File: config.mk
export PLATFORM = sky130hd
export DESIGN_NAME = buck_regs
export DESIGN_NICKNAME = d
export VERILOG_FILES = /design/src/rtl/buck_regs_pkg.sv /design/src/rtl/buck_regs.sv
export SDC_FILE = /design/constraint.sdc
export NUM_CORES = 1
export LEC_CHECK = 0
export BUFFER_PORTS_ARGS = -buffer_cell sky130_fd_sc_hd__buf_2
export CORE_ASPECT_RATIO = 1.2
export CORE_MARGIN = 4
export CORE_UTILIZATION = 35
export CTS_CLUSTER_DIAMETER = 60
export CTS_CLUSTER_SIZE = 12
export DETAILED_ROUTE_END_ITERATION = 10
export PLACE_DENSITY = 0.57
export SLEW_MARGIN = 25
export SYNTH_ARGS = -nofsm -noshare
export SYNTH_HDL_FRONTEND = slang
export SYNTH_SLANG_ARGS = --single-unit
File: constraint.sdc
create_clock -name clk_sys_i -period 2.2 [get_ports clk_sys_i]
set_input_delay 0.44 -clock clk_sys_i [delete_from_list [all_inputs] [get_ports clk_sys_i]]
set_output_delay 0.44 -clock clk_sys_i [all_outputs]
set_load 0.02 [all_outputs]
File: src/rtl/buck_regs_pkg.sv
// Shared constants for the regulator control register bank
package buck_regs_pkg;

	// Register offsets
	localparam logic [7:0] REG_FAULT  = 8'h00;
	localparam logic [7:0] REG_LEVEL  = 8'h01;
	localparam logic [7:0] REG_OPTION = 8'h02;
	localparam logic [7:0] REG_IDENT  = 8'h03;
	localparam logic [7:0] REG_RAMP   = 8'h04;

	// Fixed upper bits of the 7-bit slave address
	localparam logic [4:0] DEV_ADDR_HI = 5'h18;

	// Field positions
	localparam int FLT_UV_BIT     = 0;
	localparam int FLT_OT_BIT     = 1;
	localparam int FLT_OC_BIT     = 2;
	localparam int LVL_EN_BIT     = 7;
	localparam int OPT_MODE_BIT   = 0;
	localparam int OPT_EDGE_BIT   = 3;
	localparam int OPT_BYPASS_BIT = 4;
	localparam int RMP_GOOD_BIT   = 3;
	localparam int RMP_DISCH_BIT  = 4;
	localparam int RMP_GO_BIT     = 5;

	// Reset values and fixed read-back patterns
	localparam logic       ENABLE_RST   = 1'h1;
	localparam logic       EDGE_RST     = 1'h1;
	localparam logic       MODE_RST     = 1'h1;
	localparam logic       BYPASS_RST   = 1'h0;
	localparam logic       DISCH_RST    = 1'h0;
	localparam logic       GO_RST       = 1'h0;
	localparam logic [2:0] REFERENCE_RAMP_RATE_RST     = 3'h3;
	localparam logic [2:0] REFERENCE_RAMP_RATE_MIN     = 3'h2;
	localparam logic [7:0] OPTION_FIXED = 8'h26;

	// Timing
	localparam int CLK_FREQ_KHZ    = 100000;
	localparam int POWER_GOOD_PIN_DELAY_MS  = 45;
	localparam int POWER_GOOD_PIN_DELAY_CYC = POWER_GOOD_PIN_DELAY_MS * CLK_FREQ_KHZ;
	localparam int RAMP_GUARD_CYC  = 4;

	// Bit counter marks within one byte slot
	localparam logic [3:0] BIT_LAST = 4'h7;
	localparam logic [3:0] BIT_ACK  = 4'h8;

	// Serial engine states
	typedef enum logic [2:0] {
		ST_IDLE  = 3'b000,
		ST_ADDR  = 3'b001,
		ST_REG   = 3'b010,
		ST_WDATA = 3'b011,
		ST_RDATA = 3'b100,
		ST_WAIT  = 3'b101
	} link_state_t;

endpackage

File: src/rtl/buck_regs.sv
// Two-wire slave and control/status register bank of a step-down regulator
//
// What this block does
// - Over-current latches status bit 2, W1C
// - Over-temperature latches status bit 1, W1C
// - Feedback undervoltage latches status bit 0, W1C
// - Register 1: enable bit 7, code 6:0
// - Startup level code comes from variant strap
// - Option bit 4 bypasses power-good delay
// - Option bit 3 selects switch edge speed
// - Option bit 0 forces continuous PWM mode
// - Register 3 read-only, maker code high
// - Identification bits 3:2 report address variant
// - Identification bits 1:0 report default output choice
// - Any ramp register write starts transition
// - After startup ramp to default code
// - Ramp bit 4 discharges output when disabled
// - Ramp bit 3 shows settled regulation
// - Ramp bits 2:0 select reference_ramp_rate, default 011
// - Defaults loaded before any bus access
// - Answer only own address, LSB is direction
// - Write data committed only at stop
// - Bus and registers work while disabled
`timescale 1ns/10ps

module buck_regs
	import buck_regs_pkg::*;
#(
	parameter int         POWER_GOOD_PIN_DELAY = POWER_GOOD_PIN_DELAY_CYC, // Cycles of power-good delay
	parameter logic [3:0] MAKER_CODE  = 4'h5             // Value arbitrary
) (
	// Clock and reset
	input  wire logic       clk_sys_i,
	input  wire logic       rstn_i,
	// Two-wire bus pins
	input  wire logic       scl_i,
	input  wire logic       sda_i,
	output logic            sda_o,
	output logic            sda_oe_o,
	// Analog status inputs
	input  wire logic       overcurrent_i,
	input  wire logic       overtemp_i,
	input  wire logic       feedback_undervoltage_i,
	input  wire logic       in_regulation_i,
	input  wire logic       reference_settled_i,
	// Variant straps
	input  wire logic [1:0] bus_id_variant_i,
	input  wire logic [1:0] default_output_choice_i,
	input  wire logic [6:0] default_level_code_i,
	// Regulator controls
	output logic            regulator_enable_o,
	output logic [6:0]      level_code_o,
	output logic            power_ok_delay_bypass_o,
	output logic            switch_edge_speed_o,
	output logic            light_load_skip_o,
	output logic            discharge_o,
	output logic            ramp_start_o,
	output logic [2:0]      reference_ramp_rate_o,
	output logic            power_good_pin_o
);

	// Refuse a delay that the counter cannot hold
	if (POWER_GOOD_PIN_DELAY < 1 || POWER_GOOD_PIN_DELAY > 16777215) begin : g_bad_delay
		$error("power-good delay out of range");
	end

	localparam int NSYNC = 18;                   // Width of the pin synchroniser

	logic [NSYNC-1:0] sync_a;                    // First stage, read only by second
	logic [NSYNC-1:0] sync_b;                    // Second stage, safe to use
	logic             scl_s, sda_s;              // Synchronised bus lines
	logic             scl_d, sda_d;              // Previous samples for edges
	logic             oc_s, ot_s, uv_s;          // Synchronised fault levels
	logic             inreg_s, settled_s;        // Synchronised regulation status
	logic [1:0]       variant_s, choice_s;       // Synchronised straps
	logic [6:0]       code_s;                    // Synchronised default code
	logic             scl_rise, scl_fall;        // Clock edges on the bus
	logic             start_det, stop_det;       // Bus conditions
	link_state_t      state;                     // Serial engine state
	logic [3:0]       bit_cnt;                   // Bits seen in current slot
	logic [7:0]       shift;                     // Receive or transmit byte
	logic [7:0]       ptr;                       // Selected register
	logic [7:0]       wr_data;                   // Data held until stop
	logic             wr_pending;                // A write waits for stop
	logic             ack_now;                   // Drive ack in next slot
	logic             commit;                    // Stop ends a pending write
	logic [7:0]       rx_byte;                   // Byte completed at this rise
	logic [7:0]       rd_data;                   // Read mux output
	logic [2:0]       fault;                     // Latched fault flags
	logic [2:0]       fault_clr;                 // W1C mask from a commit
	logic [1:0]       id_variant;                // Captured address variant
	logic [1:0]       id_choice;                 // Captured default output choice
	logic             go_bit;                    // Last value written to trigger
	logic             discharge_en;              // Discharge option
	logic             boot_done;                 // Startup ramp issued
	logic [2:0]       guard_cnt;                 // Hides good right after a ramp
	logic             regulation_good;           // Settled regulation status
	logic [23:0]      pg_cnt;                    // Power-good delay counter

	// True for offsets that hold a register
	function automatic logic map_hit(input logic [7:0] a);
		map_hit = (a <= REG_RAMP);
	endfunction

	// Pins cross into the clock domain through two flip-flops
	// No reset here: the straps must already be valid while reset is held
	always_ff @(posedge clk_sys_i) begin
		sync_a <= {scl_i, sda_i, overcurrent_i, overtemp_i, feedback_undervoltage_i, in_regulation_i,
			reference_settled_i, bus_id_variant_i, default_output_choice_i, default_level_code_i};
		sync_b <= sync_a;
	end

	assign {scl_s, sda_s, oc_s, ot_s, uv_s, inreg_s, settled_s, variant_s, choice_s, code_s} = sync_b;

	// Previous line levels for edge finding
	always_ff @(posedge clk_sys_i) begin
		if (!rstn_i) begin
			// Idle bus level, so no false edge or stop follows reset
			scl_d <= 1'b1;
			sda_d <= 1'b1;
		end else begin
			scl_d <= scl_s;
			sda_d <= sda_s;
		end
	end

	// Bus events; start and stop need clock high on both samples
	assign scl_rise  = scl_s & ~scl_d;
	assign scl_fall  = ~scl_s & scl_d;
	assign start_det = scl_s & scl_d & sda_d & ~sda_s;
	assign stop_det  = scl_s & scl_d & ~sda_d & sda_s;
	assign rx_byte   = {shift[6:0], sda_s};
	assign commit    = stop_det & wr_pending;

	// Serial engine: byte framing, acknowledge and read shifting
	always_ff @(posedge clk_sys_i) begin
		if (!rstn_i) begin
			state      <= ST_IDLE;
			bit_cnt    <= '0;
			shift      <= '0;
			ptr        <= REG_FAULT;
			wr_data    <= '0;
			wr_pending <= 1'b0;
			ack_now    <= 1'b0;
			sda_oe_o   <= 1'b0;
		end else if (start_det) begin
			// Repeated start drops a write that never saw its stop
			state      <= ST_ADDR;
			bit_cnt    <= '0;
			wr_pending <= 1'b0;
			sda_oe_o   <= 1'b0;
		end else if (stop_det) begin
			state      <= ST_IDLE;
			wr_pending <= 1'b0;
			sda_oe_o   <= 1'b0;
		end else if (scl_rise && state != ST_IDLE) begin
			if (bit_cnt != BIT_ACK) begin
				// Transmit byte must not be overwritten by the line
				if (state != ST_RDATA) begin
					shift <= rx_byte;
				end
				bit_cnt <= bit_cnt + 4'h1;
				if (bit_cnt == BIT_LAST) begin
					unique case (state)
						ST_ADDR: begin
							ack_now <= (rx_byte[7:1] == {DEV_ADDR_HI, id_variant});
						end
						ST_REG: begin
							ack_now <= map_hit(rx_byte);
							ptr     <= rx_byte;
						end
						// Only the first data byte is taken
						ST_WDATA: begin
							ack_now    <= 1'b1;
							wr_data    <= rx_byte;
							wr_pending <= 1'b1;
						end
						ST_IDLE, ST_RDATA, ST_WAIT: begin
							ack_now <= 1'b0;
						end
					endcase
				end
			end else begin
				// Ninth rise: move to the next byte
				bit_cnt <= '0;
				unique case (state)
					ST_ADDR: begin
						if (!ack_now) begin
							state <= ST_WAIT;
						end else if (shift[0]) begin
							state <= ST_RDATA;
							shift <= rd_data;
						end else begin
							state <= ST_REG;
						end
					end
					ST_REG: begin
						state <= ack_now ? ST_WDATA : ST_WAIT;
					end
					ST_RDATA: begin
						// Master ack asks for another copy, nack ends
						if (sda_s) begin
							state <= ST_WAIT;
						end else begin
							shift <= rd_data;
						end
					end
					ST_IDLE, ST_WDATA, ST_WAIT: begin
						state <= ST_WAIT;
					end
				endcase
			end
		end else if (scl_fall) begin
			// Drive changes only while the clock is low and is held across the high phase
			if (bit_cnt == BIT_ACK) begin
				sda_oe_o <= ack_now;
			end else if (state == ST_RDATA) begin
				sda_oe_o <= ~shift[3'(BIT_LAST - bit_cnt)];
			end else begin
				sda_oe_o <= 1'b0;
			end
		end
	end

	// Open-drain line is only ever pulled low
	always_ff @(posedge clk_sys_i) begin
		sda_o <= 1'b0;
	end

	// Read mux, reserved bits fixed
	always_comb begin
		rd_data = 8'h00;
		if (map_hit(ptr)) begin
			unique case (ptr[2:0])
				3'h0: rd_data = {5'h00, fault};
				3'h1: rd_data = {regulator_enable_o, level_code_o};
				3'h2: rd_data = OPTION_FIXED | {3'h0, power_ok_delay_bypass_o, switch_edge_speed_o, 2'h0,
					~light_load_skip_o};
				3'h3: rd_data = {MAKER_CODE, id_variant, id_choice};
				3'h4: rd_data = {2'h0, go_bit, discharge_en, regulation_good, reference_ramp_rate_o};
				default: rd_data = 8'h00;
			endcase
		end
	end

	// Strap capture during reset; reset must span the synchroniser
	always_ff @(posedge clk_sys_i) begin
		if (!rstn_i) begin
			id_variant <= variant_s;
			id_choice  <= choice_s;
		end
	end

	// Fault flags, set wins over a clear in the same cycle
	assign fault_clr = (commit && ptr == REG_FAULT) ? wr_data[2:0] : 3'h0;

	always_ff @(posedge clk_sys_i) begin
		if (!rstn_i) begin
			fault <= '0;
		end else begin
			fault[FLT_OC_BIT] <= (fault[FLT_OC_BIT] & ~fault_clr[FLT_OC_BIT]) | oc_s;
			fault[FLT_OT_BIT] <= (fault[FLT_OT_BIT] & ~fault_clr[FLT_OT_BIT]) | ot_s;
			fault[FLT_UV_BIT] <= (fault[FLT_UV_BIT] & ~fault_clr[FLT_UV_BIT]) | uv_s;
		end
	end

	// Enable and level code register
	always_ff @(posedge clk_sys_i) begin
		if (!rstn_i) begin
			regulator_enable_o <= ENABLE_RST;
			level_code_o       <= code_s;
		end else if (commit && ptr == REG_LEVEL) begin
			regulator_enable_o <= wr_data[LVL_EN_BIT];
			level_code_o       <= wr_data[6:0];
		end
	end

	// Option register; reserved bits are not stored at all
	always_ff @(posedge clk_sys_i) begin
		if (!rstn_i) begin
			power_ok_delay_bypass_o <= BYPASS_RST;
			switch_edge_speed_o     <= EDGE_RST;
			light_load_skip_o       <= ~MODE_RST;
		end else if (commit && ptr == REG_OPTION) begin
			power_ok_delay_bypass_o <= wr_data[OPT_BYPASS_BIT];
			switch_edge_speed_o     <= wr_data[OPT_EDGE_BIT];
			light_load_skip_o       <= ~wr_data[OPT_MODE_BIT];
		end
	end

	// Ramp register writable fields
	always_ff @(posedge clk_sys_i) begin
		if (!rstn_i) begin
			go_bit                <= GO_RST;
			discharge_en          <= DISCH_RST;
			reference_ramp_rate_o <= REFERENCE_RAMP_RATE_RST;
		end else if (commit && ptr == REG_RAMP) begin
			go_bit       <= wr_data[RMP_GO_BIT];
			discharge_en <= wr_data[RMP_DISCH_BIT];
			if (wr_data[2:0] >= REFERENCE_RAMP_RATE_MIN) begin
				reference_ramp_rate_o <= wr_data[2:0];
			end
		end
	end

	// Ramp trigger pulse and discharge control
	always_ff @(posedge clk_sys_i) begin
		if (!rstn_i) begin
			boot_done    <= 1'b0;
			ramp_start_o <= 1'b0;
			discharge_o  <= 1'b0;
		end else begin
			boot_done    <= 1'b1;
			ramp_start_o <= ~boot_done | (commit && ptr == REG_RAMP);
			discharge_o  <= discharge_en & ~regulator_enable_o;
		end
	end

	// Regulation good; guard covers the analog side's sync latency
	always_ff @(posedge clk_sys_i) begin
		if (!rstn_i) begin
			guard_cnt       <= 3'(RAMP_GUARD_CYC);
			regulation_good <= 1'b0;
		end else begin
			if (ramp_start_o) begin
				guard_cnt <= 3'(RAMP_GUARD_CYC);
			end else if (guard_cnt != 3'h0) begin
				guard_cnt <= guard_cnt - 3'h1;
			end
			regulation_good <= inreg_s & settled_s & (guard_cnt == 3'h0) & ~ramp_start_o;
		end
	end

	// Power-good pin with optional delay
	always_ff @(posedge clk_sys_i) begin
		if (!rstn_i) begin
			pg_cnt           <= '0;
			power_good_pin_o <= 1'b0;
		end else begin
			if (!regulation_good) begin
				pg_cnt <= '0;
			end else if (pg_cnt != 24'(POWER_GOOD_PIN_DELAY)) begin
				pg_cnt <= pg_cnt + 24'h1;
			end
			power_good_pin_o <= regulation_good & (power_ok_delay_bypass_o | pg_cnt == 24'(POWER_GOOD_PIN_DELAY));
		end
	end
endmodule

# Word-level counts from Yosys, hierarchy flattened
# Index checks and enable logic that the tools add are counted.
# W data, S select, Z words.
# totals
output_inout_bits	19
register_bits	127
word_cells	163
in_bits	20
# classes
reduce_logical	30
bitwise	39
n_eq_ne	27
addsub	4
muxes	27
n_lt_le_gt_ge	4
# ops
op	count
$mux W8	6
$pmux W8 S5	1
$add A24 B1 Y24 const B	1
$eq A24 B23 Y1 const B	1
$ne A24 B23 Y1 const B	1
$not A1 Y1	18
$and A1 B1 Y1	16
$le A8 B3 Y1 const B	2
$pmux W8 S2	1
$mux W3	5
$ne A3 B3 Y1 const B	5
$mux W7	2
$eq A3 B2 Y1 const B	4
$pmux W3 S4	1
$reduce_and A6 Y1	2
$reduce_bool A3 Y1	4
$eq A3 B3 Y1 const B	3
$logic_not A3 Y1	3
$reduce_or A3 Y1	3
$eq A8 B1 Y1 const B	1
$eq A8 B2 Y1 const B	1
$eq A8 B3 Y1 const B	1
$logic_not A8 Y1	1
$mux W1	8
other kinds (24)	40

# Logic depth before layout (Yosys ltp)
# Gate-level depths: netlist of the first run.
# logic_depth
ltp_word	9
ltp_mapped	9

# Worst setup path before layout of the first run
# OpenSTA, ideal clock, no wires.
# synth_timing
kind	register to register
from	reg bit_cnt[0]
to	reg shift[4]
stages_incl_launch_ff	10
path_slack_ns	0.363
setup_time_ns	0.079
synth_period_minus_slack_ns	1.837
arrival_time_ns	1.757
path_buffers	2
path_cell_list	dfxtp_1 -> inv_1 -> ha_1 -> and3b_1 -> buf_6 -> or2_4 -> a21oi_4 -> buf_6 -> nor2_2 -> a211oi_2
# synth_between
elab_chain_len	3
word_cells_on_any_way	8
# synth_rtl
item	line	rtl
start: declaration	buck_regs.sv:80	logic [3:0] bit_cnt;
start signal: assignment	buck_regs.sv:162	bit_cnt <= bit_cnt + 4'h1;
$ne A4 B4 Y1 *	buck_regs.sv:157	if (bit_cnt != BIT_ACK) begin
$ne A3 B3 Y1 (no line) (tied with other cells)	n/a	
$reduce_and A8 Y1 (no line)	n/a	
end signal: assignment	buck_regs.sv:160	shift <= rx_byte;
end signal: assignment	buck_regs.sv:192	shift <= rd_data;
end signal: assignment	buck_regs.sv:205	shift <= rd_data;
end: declaration	buck_regs.sv:81	logic [7:0] shift;
# Mark *: on every way between the ends. The rest lies on a longest branch, timed or not.
# A chain may end at the register's enable or synchronous reset.

# Final worst setup path of the first run
# layout_timing
from	reg ptr[0]
to	reg level_code_o[1], enable pin
# layout_between
elab_chain_len	3
# layout_rtl
item	line	rtl
start: declaration	buck_regs.sv:82	logic [7:0] ptr;
start signal: assignment	buck_regs.sv:170	ptr <= rx_byte;
$eq A8 B1 Y1	buck_regs.sv:272	end else if (commit && ptr == REG_LEVEL) begin
$logic_and A1 B1 Y1	buck_regs.sv:272	
$ne A2 B1 Y1 (no line)	n/a	
end signal: assignment	buck_regs.sv:271	level_code_o <= code_s;
end signal: assignment	buck_regs.sv:274	level_code_o <= wr_data[6:0];
end: declaration	buck_regs.sv:52	output logic [6:0] level_code_o,
# No other way between the ends.

==> results of run 1 <==
[worst register-to-register path, delay by kind of cell (launching register included)]
kind / cells / cell delay, ns
and+or+nand+nor: 3 / 0.93
DFF: 1 / 0.72
[power by group through the flow]
| stage | clock network (mW) | logic [mW] | registers (mW) |
|---|---|---|---|
| 2_1_floorplan | 0 | 0.128 | 2.49 |
| 3_3_place_gp | 0 | 0.188 | 2.50 |
| 3_5_place_dp | 0 | 0.193 | 2.50 |
| 4_1_cts | 3.03 | 0.195 | 2.45 |
| 5_1_grt | 3.13 | 0.214 | 2.46 |
| 6_report | 2.97 | 0.193 | 2.45 |
[layer usage]
metal | vias to the layer above | wire [um] | part of all wire
li1 | 1904 | - | -
met1 | 1820 | 5150 | 0.45
met2 | 70 | 5420 | 0.48
met3 | 22 | 433 | 0.038
met4 | 0 | 323 | 0.029
met5 | - | 0 | 0
[worst min path at each step]
stage / start / slack, ns / endpoint
finish: in_regulation_i / 0.12 / sync_a[12]$_DFF_P_
global route: sda_i / 0.11 / sync_a[16]$_DFF_P_
CTS: sda_i / 0.10 / sync_a[16]$_DFF_P_
detailed placement: sync_a[10]$_DFF_P_ / 0.31 / sync_b[10]$_DFF_P_
global placement: sync_a[15]$_DFF_P_ / 0.31 / sync_b[15]$_DFF_P_
floorplan: sync_a[0]$_DFF_P_ / 0.31 / sync_b[0]$_DFF_P_
[kinds of logic after synthesis]
family	synth area share
mux	0.0837
compound gates	0.0974
fa+ha+maj	0.0144
xor+xnor	0.0421
buf+inv	0.0361
other cells	0.000721
simple gates	0.216
flops	0.510
[cells in the mapped netlist, types with 2 or more instances]
| cell | instances | area, um^2 |
|---|---|---|
| and2b_1 | 2 | 15.0 |
| nand2b_1 | 5 | 31.3 |
| dfxtp_1 | 116 | 2320 |
| nor2_1 | 66 | 248 |
| mux4_2 | 2 | 45.0 |
| buf_6 | 2 | 22.5 |
| mux2_2 | 8 | 90.1 |
| edfxtp_1 | 11 | 330 |
| nor3_1 | 9 | 45.0 |
| a2bb2oi_1 | 2 | 17.5 |
| a31oi_1 | 10 | 62.6 |
| nand3_1 | 12 | 60.1 |
| o211ai_1 | 5 | 37.5 |
| o21ai_0 | 19 | 95.1 |
| nand2_1 | 41 | 154 |
| o211a_1 | 3 | 30.0 |
| a211oi_1 | 3 | 22.5 |
| a21oi_1 | 20 | 100 |
| nor3b_1 | 4 | 30.0 |
| xnor2_1 | 6 | 52.6 |
| nor4_4 | 4 | 85.1 |
| mux2i_1 | 30 | 300 |
| xor2_1 | 19 | 166 |
| inv_1 | 15 | 56.3 |
| buf_4 | 3 | 22.5 |
| o22ai_1 | 2 | 12.5 |
| nor2b_1 | 4 | 25.0 |
| nand4_1 | 13 | 81.3 |
| and4_1 | 3 | 26.3 |
| or4b_1 | 2 | 20.0 |
| and2_1 | 2 | 12.5 |
| nor4_1 | 3 | 18.8 |
| o21ai_1 | 4 | 20.0 |
| clkbuf_1 | 14 | 52.6 |
| ha_1 | 6 | 75.1 |
| buf_2 | 6 | 30.0 |
| or3_1 | 3 | 18.8 |
| nand3b_1 | 6 | 45.0 |
| nand2b_2 | 2 | 17.5 |
[registers in the layout (all words and copies together) (netlist names), 2 cells and up]
signal,count
bit_cnt,4
shift,8
id_variant,2
reference_ramp_rate_o,3
level_code_o,7
state,3
fault,3
id_choice,2
sync_b,18
ptr,8
guard_cnt,3
sync_a,18
wr_data,8
pg_cnt,24
[cell type report]
type	instances	area, um^2	area share
Tap cell	200	250	0.0400
Multi-Input combinational cell	350	2360	0.377
Clock inverter	11	160	0.0256
Timing Repair Buffer	54	313	0.0500
Sequential cell	127	2650	0.424
Inverter	15	56.3	0.00899
Clock buffer	20	468	0.0747
[through the flow]
step | util | setup WS, ns | std cells | area, um^2 | total power [mW]
global route | 0.433 | 0.0795 | 777 | 6260 | 5.80
detailed placement | 0.389 | 0.228 | 746 | 5630 | 2.70
global placement | 0.389 | 0.234 | 746 | 5630 | 2.69
finish | 0.433 | 0.199 | 777 | 6260 | 5.61
CTS | 0.433 | 0.205 | 777 | 6260 | 5.67
floorplan | - | 0.363 | 518 | 5200 | 2.62
==> reports/qor.yml, run 1 <==
yosys:
  synthArstFlopShare: 0
  yosysWarnings: 0
  synth_area_per_cell_um2: 10.0
  syn_area_mm2: 0.00520
  synth.distinct_cells: 70
  synth_seq_cells: 127
  synth_edf_count: 11
  syn-num-nets: 544
  ys_seq_area_frac: 0.510
  synth_top_flop_cell: "dfxtp_1"
  synth_cells: 518
critical_path:
  rrSetupSlack_ns: 0.20
  r2r_cells: 3
  worstSetupPathType: "reg -> reg"
  crit_path_end_kind: "flip-flop"
  cp-endpoint: "level_code_o[1]$_DFFE_PP_"
  critPathLaunch: "ptr[0]$_SDFFE_PN0P_"
  crit_family: "simple AND/OR/NAND/NOR gates"
  cp_num_buf_inv: 0
  slowest_delay_ns: 0.72
  path_cells: "nor2b_1 > nand4_1 > nand2_1"
  worstSetupStartpointType: "flip-flop"
  arrival_ns: 2.06
  critPathMaxFanout: 17
  r2r-end: "level_code_o[1]$_DFFE_PP_"
  worstPathRequired_ns: 2.26
  cpMaxStageDelayCell: "dfxtp_1"
  timing.rr.start: "ptr[0]$_SDFFE_PN0P_"
  cp.depth: 3
floorplanning:
  start_util: 0.359
  rows: 48
  die_w_um: 119
  core_area_mm2: 0.0145
  fp.dieH_um: 142
  pin_count: 39
  die-area_mm2: 0.0169
grt:
  antenna_found_initial: 0
  met3_usage: 0.0395
  grt_max_degree: 26
  track_usage: 0.140
  grt_busiest_layer: "met2"
  grt_overflow: 0
  grt_pass1_wl_mm: 18.9
  grt_pass1_vias: 3876
  met1_usage: 0.168
  gr-usage-met2: 0.234
clocking:
  clk_path_buf_depth: 2
  post_cts_buffers: 0
  clk_latency_ns: 0.41
  cts_tree: "built"
  holdBufCountCts: 0
  htreeDepth: 4
  cts_resized: 0
  cts.reportedPaths.clkPinSlew_ns: 0.06
  root_buffer: "clkbuf_16"
  numCtsBuffers: 17
  clock-sinks: 127
detailed_routing:
  wl_per_cell_um: 14.6
  totalWireLength_mm: 11.3
  vias_per_cell: 4.91
  drt-pass1-iter-count: 5
  num_vias: 3816
  dr.first_iter.drc_count: 123
  ant_nets: 0
  drc_errors: 0
power:
  ir_drop_mv: 0.479
  comb_power_share: 0.034
  power_switching_mw: 1.14
  p_clk_frac: 0.529
  p_int_mw: 4.47
  pwr-share-seq: 0.437
  p_leak_nw: 2.36
  switching_share: 0.204
  power_density_mw_per_mm2: 896
sta:
  skew_ns: 0.0106
  clock.fmax_mhz: 500
  grt_setup_unrepaired: "false"
  drv_slew: 0
  tightest_slew_ns: 0.632
  relSlewSlack: 0.578
  hold_viol: 0
  fin_crit_ns: 2.00
  fin_crit_sh: 0.910
  whs_ns: 0.123
  final-setup-viol-count: 0
  fin_tns_setup_ns: 0
cells_and_area:
  n_antenna_cell: 0
  final_common_cell: "dfxtp_1"
  final_layout_size_suffix_gt1_frac: 0.196
  nFillCells: 1415
  most-common-layout-cells: "dfxtp_1, nor2_1, nand2_1"
  area_delta_synth_final_pct: 20.4
  fin_nets: 591
worst_hold_path:
  hp-class: "in -> reg"
  holdPathStages: 1
place:
  port_buffers: 37
  gp_congestion: 0.869
  dp_hpwl_mm: 8.06
run_status:
  outcome: "completed"
run:
  drv_cap: 0
No activity file was read; power rests on OpenSTA's default activity.
==> run 2: changes to the inputs <==
==> constraint.sdc (replaced) <==
create_clock -name clk_sys_i -period 2.08 [get_ports clk_sys_i]
set_input_delay 0.416 -clock clk_sys_i [delete_from_list [all_inputs] [get_ports clk_sys_i]]
set_output_delay 0.416 -clock clk_sys_i [all_outputs]
set_load 0.02 [all_outputs]
==> reports/qor.yml, run 2 (same netlist as run 1, synthesis figures left out) <==
run_status:
  outcome: "completed"
floorplanning:
  fp.dieH_um: 142  # unchanged
  pin_count: 39  # unchanged
  rows: 48  # unchanged
  core_area_mm2: 0.0145  # unchanged
  die_w_um: 119  # unchanged
  start_util: 0.359  # unchanged
  die-area_mm2: 0.0169  # unchanged
power:
  p_leak_nw: 2.37  # +0.28%
  total_power_mw: 5.90  # +5.1%
  power_density_mw_per_mm2: 937  # +4.5%
  ir_drop_mv: 0.593  # +24%
sta:
  fin_crit_sh: 0.923  # +0.0137
  drv_slew: 0  # unchanged
  final-setup-viol-count: 0  # unchanged
  tightest_slew_ns: 0.660  # +0.0280 ns
  hold_viol: 0  # unchanged
  skew_ns: 0.00900  # -0.00162 ns
  fin_crit_ns: 1.92  # -0.0807 ns
  fin_tns_setup_ns: 0  # unchanged
  whs_ns: 0.102  # -0.0209 ns
  clock.fmax_mhz: 521  # +4.2%
  grt_setup_unrepaired: "false"
  relSlewSlack: 0.559  # -0.0187
detailed_routing:
  ant_nets: 0  # unchanged
  dr.first_iter.drc_count: 152  # +24%
  num_vias: 3837  # +0.55%
  vias_per_cell: 4.90  # -0.22%
  drc_errors: 0  # unchanged
  wl_per_cell_um: 14.4  # -1.0%
  totalWireLength_mm: 11.3  # -0.25%
  drt-pass1-iter-count: 4  # -1
clocking:
  holdBufCountCts: 0  # unchanged
  root_buffer: "clkbuf_16"
  htreeDepth: 4  # unchanged
  numCtsBuffers: 17  # unchanged
  cts.reportedPaths.clkPinSlew_ns: 0.06  # about the same
  clk_path_buf_depth: 2  # unchanged
  cts_tree: "built"
  clock-sinks: 127  # unchanged
  clk_latency_ns: 0.41  # about the same
cells_and_area:
  area_delta_synth_final_pct: 21.0
  n_antenna_cell: 0  # unchanged
  final_common_cell: "dfxtp_1"
  final_cells: 783  # +0.77%
  fin_nets: 596  # +0.85%
  largest_reg_flops: 24  # unchanged
  largest_register: "pg_cnt"
  reg_top3: "pg_cnt (24), sync_a (18), sync_b (18)"
  final_layout_size_suffix_gt1_frac: 0.204  # +0.00828
  final_cell_area_mm2: 0.00629  # +0.52%
  most-common-layout-cells: "dfxtp_1, nor2_1, nand2_1"
  nFillCells: 1382  # -2.3%
critical_path:
  path_cells: "inv_1 > ha_1 > and3b_1 > or2_4 > a21oi_4 > o211ai_1 > o211a_1"
  worstSetupStartpointType: "flip-flop"
  worstPathRequired_ns: 2.38  # +0.12 ns
  timing.rr.start: "bit_cnt[0]$_SDFFE_PP0P_"
  cpMaxStageDelayCell: "a21oi_4"
  slowest_delay_ns: 0.35  # -0.37 ns
  r2r_cells: 7  # +4
  critPathMaxFanout: 14  # -3
  worstSetupPathType: "reg -> reg"
  rrSetupSlack_ns: 0.16  # -0.04 ns
  crit_path_end_kind: "flip-flop"
  arrival_ns: 2.22  # +0.16 ns
  r2r-end: "shift[5]$_SDFFE_PN0P_"
grt:
  grt_pass1_vias: 3851  # -0.64%
  antenna_found_initial: 0  # unchanged
  grt_overflow: 0  # unchanged
  track_usage: 0.141  # +0.000673
  grt_pass1_wl_mm: 19.1  # +1.1%
  grt_max_degree: 26  # unchanged
worst_hold_path:
  min_to: "sync_a[17]$_DFF_P_"
  hold_start: "scl_i"
  holdPathStages: 1  # unchanged
  hp-class: "in -> reg"
place:
  gp_congestion: 0.879  # +1.2%
  port_buffers: 37  # unchanged
  place_area_mm2: 0.00567  # +0.67%
  dp.cells: 751  # +0.67%
  dp_hpwl_mm: 7.98  # -0.98%
run:
  drv_cap: 0  # unchanged
run 2: cell types whose count changed in the layout (fill, tap and decap cells not counted), moves of 2 or more:
cell / previous run / this run
buf_4: 17 / 22
clkinv_2: 5 / 2
clkinv_4: 1 / 4
clkinvlp_4: 0 / 2
run 2: layout make-up:
class                   count  area, um^2  area share
multi-input cells         350        2360       0.375
repair buffers             59         350      0.0557
clock buffers              19         433      0.0688
inverters                  15        56.3     0.00894
well taps                 200         250      0.0398
flip-flops and latches    127        2650       0.422
clock inverters            13         189      0.0300
run 2: timing repair:
item,CTS,global route
buffers inserted,0,0
endpoints found under the setup margin,0,3
gates resized for setup,0,1
run 2: layer usage:
metal  wire (um)  track usage
met2        5470        0.235
met4         338       0.0657
met1        5070        0.169
met5           0            0
met3         419       0.0411
run 2: how the worst max path moves through the flow:
stage               depth (start not counted)                         to                    start  slack, ns
floorplan                                   9      shift[4]$_SDFFE_PN0P_  bit_cnt[0]$_SDFFE_PP0P_       0.24
global placement                            5  level_code_o[1]$_DFFE_PP_       sync_b[16]$_DFF_P_       0.21
detailed placement                          7      shift[5]$_SDFFE_PN0P_  bit_cnt[0]$_SDFFE_PP0P_       0.19
CTS                                         5  level_code_o[6]$_DFFE_PP_       sync_b[16]$_DFF_P_       0.17
global route                                7      shift[1]$_SDFFE_PN0P_  bit_cnt[0]$_SDFFE_PP0P_       0.01
finish                                      7      shift[5]$_SDFFE_PN0P_  bit_cnt[0]$_SDFFE_PP0P_       0.16
run 2: per-stage QoR:
step / utilization / worst slack [ns]
after floorplan: - / 0.243
after global placement: 0.392 / 0.212
after detailed placement: 0.392 / 0.190
after CTS: 0.435 / 0.172
after global routing: 0.435 / 0.0122
final: 0.435 / 0.160
run 2: power by group:
group | switching (mW) | internal, mW
combinational | 0.116 | 0.0889
sequential | 0.0447 | 2.55
clock | 1.09 | 2.01
total | 1.25 | 4.65
run 2: critical path, delay by kind of cell (launching register included):
kind | cells | cell delay [ns]
adder cells (fa/ha/maj) | 1 | 0.20
flip-flops | 1 | 0.33
buffers and inverters | 1 | 0.06
AO/OA/AOI/OAI | 3 | 0.65
AND/OR/NAND/NOR | 2 | 0.57
